## config.mk

```make
export PLATFORM = sky130hd
export DESIGN_NAME = stca_modem
export DESIGN_NICKNAME = d
export VERILOG_FILES = /design/src/include/stca_pkg.sv /design/src/logic/stca_fcs_gen.sv /design/src/logic/stca_power_meas.sv /design/src/logic/stca_modem.sv
export SDC_FILE = /design/constraint.sdc
export NUM_CORES = 1
export LEC_CHECK = 0
export BUFFER_PORTS_ARGS = -buffer_cell sky130_fd_sc_hd__buf_2
export CAP_MARGIN = 20
export CORE_AREA = 2 2 139 141
export CTS_CLUSTER_DIAMETER = 100
export DETAILED_ROUTE_END_ITERATION = 10
export DIE_AREA = 0 0 141 143
export PLACE_DENSITY = 0.83
export SYNTH_ARGS = -nofsm -noshare
export SYNTH_HDL_FRONTEND = slang
export SYNTH_SLANG_ARGS = --single-unit
```

## constraint.sdc

```tcl
create_clock -name CLK -period 14.7 [get_ports CLK]
set_clock_uncertainty 0.05 [all_clocks]
set_input_delay 1.47 -clock CLK [delete_from_list [all_inputs] [get_ports CLK]]
set_output_delay 1.47 -clock CLK [all_outputs]
set_load 0.005 [all_outputs]
```

## src/include/stca_pkg.sv

```systemverilog
package stca_pkg;

    // Register indices; the bus byte address is four times the index
    localparam logic [5:0] IDX_TX_DATA   = 6'h02;
    localparam logic [5:0] IDX_TX_CTL    = 6'h03;
    localparam logic [5:0] IDX_THRESH    = 6'h04;
    localparam logic [5:0] IDX_CTL_FIRST = 6'h06;
    localparam logic [5:0] IDX_CTL_SEC   = 6'h07;
    localparam logic [5:0] IDX_STATUS    = 6'h24;
    localparam logic [5:0] IDX_RX_POWER  = 6'h2d;

    // control_first fields
    localparam int SEQ_LSB       = 0;
    localparam int TYPE_LSB      = 4;
    localparam int TMR_TRIG_BIT  = 7;
    localparam int WORD_MASK_BIT = 9;
    localparam int MEAS_MASK_BIT = 10;
    localparam int TX_STRM_BIT   = 12;
    // control_second fields
    localparam int USE_STRM_BIT  = 5;
    localparam int DONE_MASK_BIT = 7;
    localparam int ERR_MASK_BIT  = 8;
    // interrupt_status fields
    localparam int BUSY_BIT      = 1;
    localparam int ERR_BIT       = 2;
    localparam int MEAS_BIT      = 5;
    localparam int WORD_BIT      = 6;
    localparam int DONE_BIT      = 14;

    localparam logic [1:0] SEQ_STREAM    = 2'h0;
    localparam logic [1:0] SEQ_ASSESS    = 2'h1;
    localparam logic [1:0] TYPE_THRESH   = 2'h1;
    localparam logic [1:0] TYPE_ENERGY   = 2'h2;

    localparam logic [7:0]  COMP_RESET   = 8'h8d;
    localparam logic [7:0]  THRESH_RESET = 8'h00;
    localparam logic [6:0]  FCS_BYTES    = 7'h02;
    localparam logic [7:0]  PREAMBLE     = 8'h00;
    localparam logic [7:0]  START_DELIM  = 8'ha7;
    localparam logic [6:0]  SHR_LAST     = 7'h04;
    localparam logic [15:0] FCS_POLY     = 16'h8408;

    // Timing
    localparam int CLK_MHZ      = 250;
    localparam int WARM_US      = 144;
    localparam int AVG_US       = 128;
    localparam int AVG_SYMBOLS  = 8;
    localparam int WORD_US      = 64;
    localparam int WARM_CYCLES  = WARM_US * CLK_MHZ;
    localparam int SYM_CYCLES   = AVG_US * CLK_MHZ / AVG_SYMBOLS;
    localparam int BYTE_CYCLES  = WORD_US * CLK_MHZ / 2;

    typedef enum logic [2:0] {ST_IDLE, ST_SHR, ST_LEN, ST_PAY, ST_FCS, ST_MEAS} stca_state_t;
    typedef enum logic [1:0] {MS_IDLE, MS_WARM, MS_AVG} stca_meas_t;

endpackage : stca_pkg

```

## src/logic/stca_fcs_gen.sv

```systemverilog
`timescale 1ns/100ps
module stca_fcs_gen
(
    input  wire logic        clk,
    input  wire logic        rst_n,
    input  wire logic        clear,
    input  wire logic        byte_valid,
    input  wire logic [7:0]  byte_in,
    output logic      [15:0] crc
);

    // Reflected CCITT polynomial, zero start value, low bit first on air
    function automatic logic [15:0] crc_step(input logic [15:0] c, input logic [7:0] b);
        logic [15:0] r;
        r = c;
        for (int i = 0; i < 8; i++)
        begin
            if (r[0] ^ b[i])
                r = (r >> 1) ^ stca_pkg::FCS_POLY;
            else
                r = r >> 1;
        end
        return r;
    endfunction : crc_step

    always_ff @(posedge clk or negedge rst_n)
    begin
        if (!rst_n)
            crc <= 16'h0000;
        else if (clear)
            crc <= 16'h0000;
        else if (byte_valid)
            crc <= crc_step(crc, byte_in);
    end

endmodule : stca_fcs_gen

```

## src/logic/stca_power_meas.sv

```systemverilog
`timescale 1ns/100ps
module stca_power_meas
#(
    parameter int WARM = stca_pkg::WARM_CYCLES,
    parameter int SYM  = stca_pkg::SYM_CYCLES
)
(
    input  wire logic       clk,
    input  wire logic       rst_n,
    input  wire logic       start,
    input  wire logic       abort,
    input  wire logic [7:0] level,
    input  wire logic [7:0] comp,
    output logic            done,
    output logic      [7:0] result
);

    stca_pkg::stca_meas_t state_r;
    logic [16:0] cnt_r;
    logic [2:0]  sym_r;
    logic [10:0] acc_r;
    logic [10:0] acc_nxt;
    logic [8:0]  sum;

    assign acc_nxt = acc_r + {3'h0, level};
    // Mean of eight samples plus half the compensation, saturated
    assign sum = {1'b0, acc_nxt[10:3]} + {2'h0, comp[7:1]};

    always_ff @(posedge clk or negedge rst_n)
    begin
        if (!rst_n)
        begin
            state_r <= stca_pkg::MS_IDLE;
            cnt_r   <= 17'h00000;
            sym_r   <= 3'h0;
            acc_r   <= 11'h000;
            done    <= 1'b0;
            result  <= 8'h00;
        end
        else
        begin
            done <= 1'b0;
            if (abort)
                state_r <= stca_pkg::MS_IDLE;
            else
            begin
                unique case (state_r)
                    stca_pkg::MS_IDLE:
                        if (start)
                        begin
                            state_r <= stca_pkg::MS_WARM;
                            cnt_r   <= 17'(WARM - 1);
                        end
                    stca_pkg::MS_WARM:
                        if (cnt_r == 17'h00000)
                        begin
                            state_r <= stca_pkg::MS_AVG;
                            cnt_r   <= 17'(SYM - 1);
                            sym_r   <= 3'h0;
                            acc_r   <= 11'h000;
                        end
                        else
                            cnt_r <= cnt_r - 17'h00001;
                    stca_pkg::MS_AVG:
                        if (cnt_r != 17'h00000)
                            cnt_r <= cnt_r - 17'h00001;
                        else
                        begin
                            // One sample at the end of each symbol period
                            acc_r <= acc_nxt;
                            sym_r <= sym_r + 3'h1;
                            cnt_r <= 17'(SYM - 1);
                            if (sym_r == 3'h7)
                            begin
                                state_r <= stca_pkg::MS_IDLE;
                                done    <= 1'b1;
                                result  <= sum[8] ? 8'hff : sum[7:0];
                            end
                        end
                endcase
            end
        end
    end

endmodule : stca_power_meas

```

## src/logic/stca_modem.sv

```systemverilog
// Implementation choice: the AHB-Lite slave port.
`timescale 1ns/100ps
module stca_modem
#(
    parameter int WARM_CYC = stca_pkg::WARM_CYCLES,
    parameter int SYM_CYC  = stca_pkg::SYM_CYCLES,
    parameter int BYTE_CYC = stca_pkg::BYTE_CYCLES
)
(
    input  wire logic        CLK,
    input  wire logic        RST_N,
    input  wire logic        HSEL,
    input  wire logic [7:0]  HADDR,
    input  wire logic [1:0]  HTRANS,
    input  wire logic        HWRITE,
    input  wire logic [2:0]  HSIZE,
    input  wire logic [31:0] HWDATA,
    input  wire logic        HREADY,
    output logic      [31:0] HRDATA,
    output logic             HREADYOUT,
    output logic             HRESP,
    input  wire logic        SEQUENCE_ENABLE_PIN,
    input  wire logic [7:0]  RSSI_LEVEL,
    output logic             IRQ,
    output logic      [7:0]  TX_BYTE,
    output logic             TX_BYTE_VALID,
    output logic             OUT_OF_IDLE_INDICATOR
);

    logic        rst_meta_r;
    logic        rst_n_i;
    logic        wr_pend_r;
    logic [5:0]  wr_idx_r;
    logic        addr_ok;
    logic        rd_status;
    logic [15:0] ctl_a_r;
    logic [15:0] ctl_b_r;
    logic [6:0]  tx_len_r;
    logic [7:0]  thresh_r;
    logic [7:0]  comp_r;
    logic [7:0]  power_r;
    logic        busy_r;
    logic [3:0]  evt_r;
    logic [3:0]  evt_set;
    logic [3:0]  evt_clr;
    logic [3:0]  evt_mask;
    logic [15:0] hold_r;
    logic        hold_full_r;
    logic        data_wr;
    logic        spent_r;
    stca_pkg::stca_state_t state_r;
    logic [6:0]  byte_cnt_r;
    logic [15:0] byte_tmr_r;
    logic [15:0] word_r;
    logic        tick;
    logic [6:0]  pay_len;
    logic        load_word;
    logic        more_words;
    logic        last_pay;
    logic [7:0]  byte_nxt;
    logic        emit;
    logic        tx_go;
    logic        meas_go;
    logic        abort;
    logic        meas_done;
    logic [7:0]  meas_result;
    logic [15:0] crc;

    // Event bit order inside evt_r
    localparam int EV_WORD = 0;
    localparam int EV_DONE = 1;
    localparam int EV_MEAS = 2;
    localparam int EV_ERR  = 3;

    function automatic logic hit(input logic [5:0] idx, input logic [5:0] reg_idx);
        return idx == reg_idx;
    endfunction : hit

    always_ff @(posedge CLK or negedge RST_N)
    begin
        if (!RST_N)
        begin
            rst_meta_r <= 1'b0;
            rst_n_i    <= 1'b0;
        end
        else
        begin
            rst_meta_r <= 1'b1;
            rst_n_i    <= rst_meta_r;
        end
    end

    // Bus slave: zero wait states, always OKAY, word accesses only
    assign addr_ok   = HSEL && HREADY && HTRANS[1] && (HSIZE == 3'h2);
    assign rd_status = addr_ok && !HWRITE && hit(HADDR[7:2], stca_pkg::IDX_STATUS);
    assign data_wr   = wr_pend_r && hit(wr_idx_r, stca_pkg::IDX_TX_DATA);

    always_ff @(posedge CLK or negedge rst_n_i)
    begin
        if (!rst_n_i)
        begin
            wr_pend_r <= 1'b0;
            wr_idx_r  <= 6'h00;
            HREADYOUT <= 1'b1;
            HRESP     <= 1'b0;
        end
        else
        begin
            HREADYOUT <= 1'b1;
            HRESP     <= 1'b0;
            if (HREADY)
            begin
                wr_pend_r <= addr_ok && HWRITE;
                wr_idx_r  <= HADDR[7:2];
            end
        end
    end

    // Read data is sampled in the address phase, so a read right after a write sees the old value
    always_ff @(posedge CLK or negedge rst_n_i)
    begin
        if (!rst_n_i)
            HRDATA <= 32'h00000000;
        else if (addr_ok && !HWRITE)
        begin
            HRDATA <= 32'h00000000;
            unique case (1'b1)
                hit(HADDR[7:2], stca_pkg::IDX_TX_CTL):    HRDATA[6:0]  <= tx_len_r;
                hit(HADDR[7:2], stca_pkg::IDX_THRESH):    HRDATA[15:0] <= {thresh_r, comp_r};
                hit(HADDR[7:2], stca_pkg::IDX_CTL_FIRST): HRDATA[15:0] <= ctl_a_r;
                hit(HADDR[7:2], stca_pkg::IDX_CTL_SEC):   HRDATA[15:0] <= ctl_b_r;
                hit(HADDR[7:2], stca_pkg::IDX_STATUS):
                begin
                    HRDATA[stca_pkg::DONE_BIT] <= evt_r[EV_DONE];
                    HRDATA[stca_pkg::WORD_BIT] <= evt_r[EV_WORD];
                    HRDATA[stca_pkg::MEAS_BIT] <= evt_r[EV_MEAS];
                    HRDATA[stca_pkg::ERR_BIT]  <= evt_r[EV_ERR];
                    HRDATA[stca_pkg::BUSY_BIT] <= busy_r;
                end
                hit(HADDR[7:2], stca_pkg::IDX_RX_POWER):  HRDATA[15:8] <= power_r;
                default:                                  HRDATA       <= 32'h00000000;
            endcase
        end
    end

    always_ff @(posedge CLK or negedge rst_n_i)
    begin
        if (!rst_n_i)
        begin
            ctl_a_r  <= 16'h0000;
            ctl_b_r  <= 16'h0000;
            tx_len_r <= 7'h00;
            thresh_r <= stca_pkg::THRESH_RESET;
            comp_r   <= stca_pkg::COMP_RESET;
        end
        else if (wr_pend_r)
        begin
            if (hit(wr_idx_r, stca_pkg::IDX_CTL_FIRST))
                ctl_a_r <= HWDATA[15:0];
            if (hit(wr_idx_r, stca_pkg::IDX_CTL_SEC))
                ctl_b_r <= HWDATA[15:0];
            if (hit(wr_idx_r, stca_pkg::IDX_TX_CTL))
                tx_len_r <= HWDATA[6:0];
            if (hit(wr_idx_r, stca_pkg::IDX_THRESH))
            begin
                thresh_r <= HWDATA[15:8];
                comp_r   <= HWDATA[7:0];
            end
        end
    end

    // Holding word; a fresh write replaces it
    always_ff @(posedge CLK or negedge rst_n_i)
    begin
        if (!rst_n_i)
        begin
            hold_r      <= 16'h0000;
            hold_full_r <= 1'b0;
        end
        else if (data_wr)
        begin
            hold_r      <= HWDATA[15:0];
            hold_full_r <= 1'b1;
        end
        else if (load_word)
            hold_full_r <= 1'b0;
    end

    // Sticky events; a set in the same cycle as a clear wins
    assign evt_clr = {4{rd_status}} | {3'h0, data_wr};
    assign evt_mask = {ctl_b_r[stca_pkg::ERR_MASK_BIT], ctl_a_r[stca_pkg::MEAS_MASK_BIT],
                       ctl_b_r[stca_pkg::DONE_MASK_BIT], ctl_a_r[stca_pkg::WORD_MASK_BIT]};

    always_ff @(posedge CLK or negedge rst_n_i)
    begin
        if (!rst_n_i)
        begin
            evt_r <= 4'h0;
            IRQ   <= 1'b0;
        end
        else
        begin
            evt_r <= (evt_r & ~evt_clr) | evt_set;
            IRQ   <= |(((evt_r & ~evt_clr) | evt_set) & evt_mask);
        end
    end

    // Launch, with a guard against relaunch
    assign tx_go   = (state_r == stca_pkg::ST_IDLE) && SEQUENCE_ENABLE_PIN && !spent_r
                   && ctl_a_r[stca_pkg::TX_STRM_BIT] && ctl_b_r[stca_pkg::USE_STRM_BIT]
                   && !ctl_a_r[stca_pkg::TMR_TRIG_BIT]
                   && (ctl_a_r[stca_pkg::SEQ_LSB +: 2] == stca_pkg::SEQ_STREAM);
    assign meas_go = (state_r == stca_pkg::ST_IDLE) && SEQUENCE_ENABLE_PIN && !spent_r && !tx_go
                   && (ctl_a_r[stca_pkg::SEQ_LSB +: 2] == stca_pkg::SEQ_ASSESS)
                   && ((ctl_a_r[stca_pkg::TYPE_LSB +: 2] == stca_pkg::TYPE_THRESH)
                       || (ctl_a_r[stca_pkg::TYPE_LSB +: 2] == stca_pkg::TYPE_ENERGY));
    assign abort   = !SEQUENCE_ENABLE_PIN && (state_r != stca_pkg::ST_IDLE);

    always_ff @(posedge CLK or negedge rst_n_i)
    begin
        if (!rst_n_i)
            spent_r <= 1'b0;
        else if (evt_set[EV_DONE] || meas_done)
            spent_r <= 1'b1;
        else if (!SEQUENCE_ENABLE_PIN
                 || (wr_pend_r && hit(wr_idx_r, stca_pkg::IDX_CTL_FIRST) && HWDATA[stca_pkg::TX_STRM_BIT]))
            spent_r <= 1'b0;
    end

    // Frame sequencing
    assign tick       = (byte_tmr_r == 16'h0000);
    assign pay_len    = (tx_len_r >= stca_pkg::FCS_BYTES) ? tx_len_r - stca_pkg::FCS_BYTES : 7'h00;
    assign last_pay   = (byte_cnt_r + 7'h01) == pay_len;
    assign load_word  = tick && (((state_r == stca_pkg::ST_LEN) && (pay_len != 7'h00))
                        || ((state_r == stca_pkg::ST_PAY) && byte_cnt_r[0] && !last_pay));
    // Request only if bytes remain after the word just taken
    assign more_words = (state_r == stca_pkg::ST_LEN) ? (pay_len > 7'h02)
                      : (({1'b0, byte_cnt_r} + 8'h03) < {1'b0, pay_len});
    assign evt_set[EV_WORD] = load_word && more_words;
    assign evt_set[EV_ERR]  = load_word && !hold_full_r;
    assign evt_set[EV_DONE] = tick && (state_r == stca_pkg::ST_FCS) && byte_cnt_r[0];
    assign evt_set[EV_MEAS] = meas_done;
    assign emit = tick && (state_r != stca_pkg::ST_IDLE) && (state_r != stca_pkg::ST_MEAS);

    always_comb
    begin
        byte_nxt = 8'h00;
        unique case (state_r)
            stca_pkg::ST_SHR: byte_nxt = (byte_cnt_r == stca_pkg::SHR_LAST) ? stca_pkg::START_DELIM
                                                                            : stca_pkg::PREAMBLE;
            stca_pkg::ST_LEN: byte_nxt = {1'b0, tx_len_r};
            stca_pkg::ST_PAY: byte_nxt = byte_cnt_r[0] ? word_r[15:8] : word_r[7:0];
            stca_pkg::ST_FCS: byte_nxt = byte_cnt_r[0] ? crc[15:8] : crc[7:0];
            default:          byte_nxt = 8'h00;
        endcase
    end

    always_ff @(posedge CLK or negedge rst_n_i)
    begin
        if (!rst_n_i)
        begin
            state_r    <= stca_pkg::ST_IDLE;
            byte_cnt_r <= 7'h00;
            byte_tmr_r <= 16'h0000;
            word_r     <= 16'h0000;
        end
        else if (abort)
            state_r <= stca_pkg::ST_IDLE;
        else if (tx_go)
        begin
            state_r    <= stca_pkg::ST_SHR;
            byte_cnt_r <= 7'h00;
            byte_tmr_r <= 16'h0000;
        end
        else if (meas_go)
            state_r <= stca_pkg::ST_MEAS;
        else if (state_r == stca_pkg::ST_MEAS)
        begin
            if (meas_done)
                state_r <= stca_pkg::ST_IDLE;
        end
        else if (state_r != stca_pkg::ST_IDLE)
        begin
            byte_tmr_r <= tick ? 16'(BYTE_CYC - 1) : byte_tmr_r - 16'h0001;
            if (load_word)
                word_r <= hold_full_r ? hold_r : 16'h0000;
            if (tick)
            begin
                byte_cnt_r <= byte_cnt_r + 7'h01;
                unique case (state_r)
                    stca_pkg::ST_SHR:
                        if (byte_cnt_r == stca_pkg::SHR_LAST)
                            state_r <= stca_pkg::ST_LEN;
                    stca_pkg::ST_LEN:
                    begin
                        byte_cnt_r <= 7'h00;
                        state_r    <= (pay_len == 7'h00) ? stca_pkg::ST_FCS : stca_pkg::ST_PAY;
                    end
                    stca_pkg::ST_PAY:
                        if (last_pay)
                        begin
                            byte_cnt_r <= 7'h00;
                            state_r    <= stca_pkg::ST_FCS;
                        end
                    stca_pkg::ST_FCS:
                        if (byte_cnt_r[0])
                            state_r <= stca_pkg::ST_IDLE;
                    default:
                        state_r <= stca_pkg::ST_IDLE;
                endcase
            end
        end
    end

    always_ff @(posedge CLK or negedge rst_n_i)
    begin
        if (!rst_n_i)
        begin
            TX_BYTE               <= 8'h00;
            TX_BYTE_VALID         <= 1'b0;
            OUT_OF_IDLE_INDICATOR <= 1'b0;
        end
        else
        begin
            TX_BYTE_VALID         <= emit && !abort;
            OUT_OF_IDLE_INDICATOR <= (state_r != stca_pkg::ST_IDLE) || tx_go || meas_go;
            if (emit)
                TX_BYTE <= byte_nxt;
        end
    end

    // Busy bit belongs to the threshold algorithm only
    always_ff @(posedge CLK or negedge rst_n_i)
    begin
        if (!rst_n_i)
        begin
            power_r <= 8'h00;
            busy_r  <= 1'b0;
        end
        else if (meas_done)
        begin
            power_r <= meas_result;
            if (ctl_a_r[stca_pkg::TYPE_LSB +: 2] == stca_pkg::TYPE_THRESH)
                busy_r <= (meas_result <= thresh_r);
        end
    end

    stca_power_meas
    #(
        .WARM   (WARM_CYC),
        .SYM    (SYM_CYC)
    )
    u_meas
    (
        .clk    (CLK),
        .rst_n  (rst_n_i),
        .start  (meas_go),
        .abort  (abort),
        .level  (RSSI_LEVEL),
        .comp   (comp_r),
        .done   (meas_done),
        .result (meas_result)
    );

    stca_fcs_gen u_fcs
    (
        .clk        (CLK),
        .rst_n      (rst_n_i),
        .clear      (tx_go),
        .byte_valid (emit && (state_r == stca_pkg::ST_PAY)),
        .byte_in    (byte_nxt),
        .crc        (crc)
    );

endmodule : stca_modem

```

Yosys cells after proc, flatten, opt, wreduce, memory -nomap -nowiden --
Index checks and enable logic that the tools add are counted.
Word-level totals: register bits after elaboration 222, bits of input ports 59, output and inout port bits 45, logic and storage cells 272
Operators by class: add/subtract/negate cells 8, order comparisons 4, equality and inequality tests 39, mux-type cells 88, bitwise operators 26, reductions and logical operators 76
Operator list (number):
- $mux W16 | 30
- $mux W17 | 3
- $pmux W17 S3 | 1
- $mux W7 | 7
- $mux W3 | 13
- $eq A6 B3 Y1 const B | 6
- $mux W8 | 4
- $pmux W8 S4 | 1
- $logic_and A1 B1 Y1 | 31
- $not A2 Y3 | 8
- $pmux W6 S4 | 1
- $mux W11 | 2
- $pmux W11 S2 | 1
- $pmux W2 S5 | 2
- $eq A6 B2 Y1 const B | 3
- $logic_not A17 Y1 | 1
- $reduce_bool A17 Y1 | 1
- $sub A17 B1 Y17 const B | 1
- $logic_not A16 Y1 | 1
- $reduce_and A4 Y1 | 4
- $sub A16 B1 Y16 const B | 1
- $pmux W7 S2 | 1
- $eq A6 B6 Y1 const B | 2
- $ne A6 B5 Y1 const B | 2
- 51 further kinds | 114

Longest topological paths before layout --
word-level depth 36, depth in mapped cells 16, mapped depth without buffers 16

Cells and area by module --
Synthesis repeated with hierarchy kept, for this count alone.
Second synthesis, totals: cell total of the unflattened synthesis 1228, area total of the unflattened synthesis 12570.8 um^2
By module, submodules not included:
- stca_modem | times used 1, cells an instance 830, area an instance 8694.6 um^2, seq. area each 4108.9 um^2
- stca_power_meas | times used 1, cells an instance 319, area an instance 2825.2 um^2, seq. area each 1051.0 um^2
- stca_fcs_gen | times used 1, cells an instance 79, area an instance 1051.0 um^2, seq. area each 400.4 um^2

Least setup slack after synthesis --
Ideal clock, no wire load.
path type input to register, from input RSSI_LEVEL[0], to register u_meas.result[0], library setup time 0.121 ns, arrival time 4.192 ns, data required time 14.529 ns, setup slack 10.337 ns, stages 16, buffers on the path 0, cells stage by stage ha_1 -> fa_1 -> a21o_1 -> a21oi_1 -> o21bai_1 -> a21oi_1 -> xnor2_1 -> ha_1 -> inv_1 -> nor2_1 -> nor2_1 -> o21bai_1 -> a21oi_1 -> o21ai_0 -> a21bo_2 -> o22a_1
On the way: longest elaborated chain between the ends 3
Ends and longest elaborated chain:
- start, declared | line stca_modem.sv:23 | input wire logic [7:0] RSSI_LEVEL,
- $add A11 B8 Y11 | line stca_power_meas.sv:25 | assign acc_nxt = acc_r + {3'h0, level};
- $add A8 B7 Y9 | line stca_power_meas.sv:27 | assign sum = {1'b0, acc_nxt[10:3]} + {2'h0, comp[7:1]};
- $mux W8 | line stca_power_meas.sv:77 | result <= sum[8] ? 8'hff : sum[7:0];
- end signal, assigned | line stca_power_meas.sv:77
- end, declared | line stca_power_meas.sv:15 | output logic [7:0] result
No other way between the ends. A chain may end at the register's enable or synchronous reset.

Worst setup path after layout --
from input RSSI_LEVEL[0], to register u_meas.result[2]
The elaborated chain is that of the path after synthesis.

==> metrics <==
status=finished clean; Reg power frac=0.424; chip width=between 100 and 150 um; max-cap viol count=0; count leader, synth=dfrtp_1; Final Cycle Share=0.291; Adder-Cell Fraction of Synth Area=0.0460; Starting Density=0.647; CTS clk-pin slew, worst paths=~0.060 ns; Fmax=around 230 MHz; I/O pins=104; All-Layer GR Usage=0.294; relative slew slack=0.282; Skew-Pair Late Insertion Delay=0.54 ns; most frequent CP cell=a21oi_1; post-CTS setup buffers=0; total grt overflow=0; Hold Startpoint=rst_meta_r; Slew Limit Fails=0; Max clock buf depth=3; critical path startpoint category=primary input; worst path cell trace=buf_2, ha_1, fa_1, a21o_1, a21oi_1, o21bai_1, a21oi_1, xnor2_1, ha_1, inv_1, nor2_1, nor2_1, o21bai_1, a21oi_1, o21ai_0, a21bo_2, o22a_1; #FFs+latches synth=222; Critical Path AT=approximately 4.7 ns; CP Depth=17; Clock Sinks=~220; Power Density=approximately 130 nW/um2; Seq/Total Area, Yosys=0.463; DRT iter0 DRCs=870; Crit Path Max Fanout=7; Worst VDD drop=just under 0.1 mV; core area=approximately 19000 um2; H-tree level count=1; largest family of logic cells by synthesized area=compound AO/OA/AOI/OAI gates; RSZ-0062 raised after global routing=false; largest cells by area after synthesis=dfrtp_1 (45%), mux2_2 (7.1%), nand2_1 (4.4%); post-synthesis mux area share=0.0979; Final min period=roughly 4.3 ns; Post-synth top cells=dfrtp_1 (218), nand2_1 (141), mux2_2 (76); remaining antenna violation count=0; vias in the first global route=9269; initial antenna violation count=1; ys flop type=dfrtp_1; CTS Root Cell=clkbuf_16; WHS Path Cells=0; largest net degree at the start of global routing=between 70 and 80; Bufs and invs on worst path=2; # rows=50; IO Port Bufs=66; CTS Hold Bufs=0; share of layout cells above drive strength 1=0.168; Cell variety after synth=72; delay-heaviest family, CP=compound AO/OA/AOI/OAI gates; post-synthesis instance area=between 10000 and 15000 um2; CTS tree=done; R2R setup slack=between 10 and 15 ns; total number of vias=9429; Setup Viol. Count Final=0; post-synth top area share=0.454; number of synthesized flops with an enable pin=0; total design power=1.72 mW; Syn-to-layout area delta=10.0%; Synth Area in Compound Gates=0.160; HP Class=reg -> reg; R2R Path Start=state_r[0]; Net Sw Power=0.553 mW; Pint=around 1.2 mW; Syn Area/Cell=around 10 um2; RR Endpoint=word_r[14]; CP required=15.07 ns; DRC viols=0; Sw Ratio=0.321; Ys Warns=0; Post-Synth Simple-Gate Area=0.138; critical path's slowest cell=fa_1; worst r2r path cells=6; drt wl/cell=19.4 um; worst hold path endpoint=rst_n_i; Num CTS Buffers=24; async set or reset register ratio after synthesis=1.00; drt pass-1 iters=6; setup TNS=0 ns; gpl congestion=about 0.92; max incr delay on CP=0.40 ns; post-synthesis xor/xnor area fraction=0.0445; Leak=between 6 and 7 nW; Slew @ Worst Pin=between 1 and 1.5 ns; placed wire-length estimate=about 20000 um; power share of the clock group=0.351; Fin. Hold Viols=0; die footprint=20200 um2; nets@finish=approximately 1400; CP Capture Type=register; Min Hold Slack=roughly 0.30 ns; cts repair resizes=0; Gate power share=0.226; first-pass GRT wire length=47600 um; Post-Synthesis Cells=between 1000 and 1500; chip height=around 140 um; critical path type=in -> reg; Post-Route WL=between 20000 and 30000 um; biggest area consumer among synthesized cells=dfrtp_1; via-per-instance ratio=6.26
## cells in the final DEF, fill, tap and decap left out, drive strengths merged, types with 10 or more instances in the layout
master / instances
a21o: 13
a21oi: 61
a22o: 24
a22oi: 28
a31oi: 13
buf: 77
clkbuf: 35
conb: 19
dfrtp: 218
ha: 41
inv: 62
mux2: 76
mux2i: 32
nand2: 141
nand3: 33
nor2: 64
nor2b: 10
nor3: 21
nor4: 10
o21ai: 69
o22a: 19
or3: 14
xnor2: 39
xor2: 22
## power by group through the flow
| stage | clock [mW] | combinational [mW] | sequential (mW) |
|---|---|---|---|
| 2_1_floorplan | 0 | 0.309 | 0.719 |
| 3_3_place_gp | 0 | 0.367 | 0.737 |
| 3_5_place_dp | 0 | 0.381 | 0.739 |
| 4_1_cts | 0.609 | 0.386 | 0.729 |
| 5_1_grt | 0.633 | 0.433 | 0.741 |
| 6_report | 0.604 | 0.389 | 0.731 |
## worst max path at each step
stage	startpoint	to	slack [ns]
6_report	RSSI_LEVEL[0]	u_meas.result[2]	10.42
5_1_grt	RSSI_LEVEL[0]	u_meas.result[3]	10.18
4_1_cts	RSSI_LEVEL[0]	u_meas.result[2]	10.45
3_5_place_dp	RSSI_LEVEL[0]	u_meas.result[2]	9.90
3_3_place_gp	RSSI_LEVEL[0]	u_meas.result[2]	9.99
2_1_floorplan	rst_n_i	HRDATA[0]	8.01
## layer usage
metal  wire length [um]  global-route usage  vias up
li1                   -                   -     4345
met2              14000               0.486      365
met5                  0                   0        -
met1              12500               0.409     4638
met3               1650              0.0339       81
met4                986               0.103        0
## cell families (layout without fill, tap and decap cells)
logic type      after synthesis  after routing
compound gates              287            287
xor+xnor                     61             61
fa+ha+maj                    43             43
buf+inv                     137            184
flops                       222            222
mux                         108            108
other cells                   2             20
simple gates                347            347
## registers in the layout (all words and copies together), names as in the netlist, 16 cells and up
name and cells:
HRDATA 16, byte_tmr_r 16, ctl_a_r 16, ctl_b_r 16, hold_r 16, u_fcs.crc 16
u_meas.cnt_r 17, word_r 16
## through the flow
step | cells | instance area, um2 | worst slack, ns | utilization
2_1_floorplan | 1224 | 12100 | 8.01 | -
3_3_place_gp | 1459 | 12400 | 9.99 | 0.668
3_5_place_dp | 1460 | 12400 | 9.90 | 0.668
4_1_cts | 1504 | 13200 | 10.45 | 0.711
5_1_grt | 1506 | 13200 | 10.18 | 0.711
6_report | 1506 | 13200 | 10.42 | 0.711
## cell type report
| class | instances | area (um2) |
|---|---|---|
| Multi-Input combinational cell | 865 | 5910 |
| Sequential cell | 222 | 5560 |
| Fill cell | 1317 | 5360 |
| Clock buffer | 35 | 702 |
| Timing Repair Buffer | 77 | 410 |
| Tap cell | 234 | 293 |
| Inverter | 63 | 236 |
| Clock inverter | 9 | 97.6 |
| Antenna cell | 1 | 2.50 |
(Power assumes the default switching activity.)
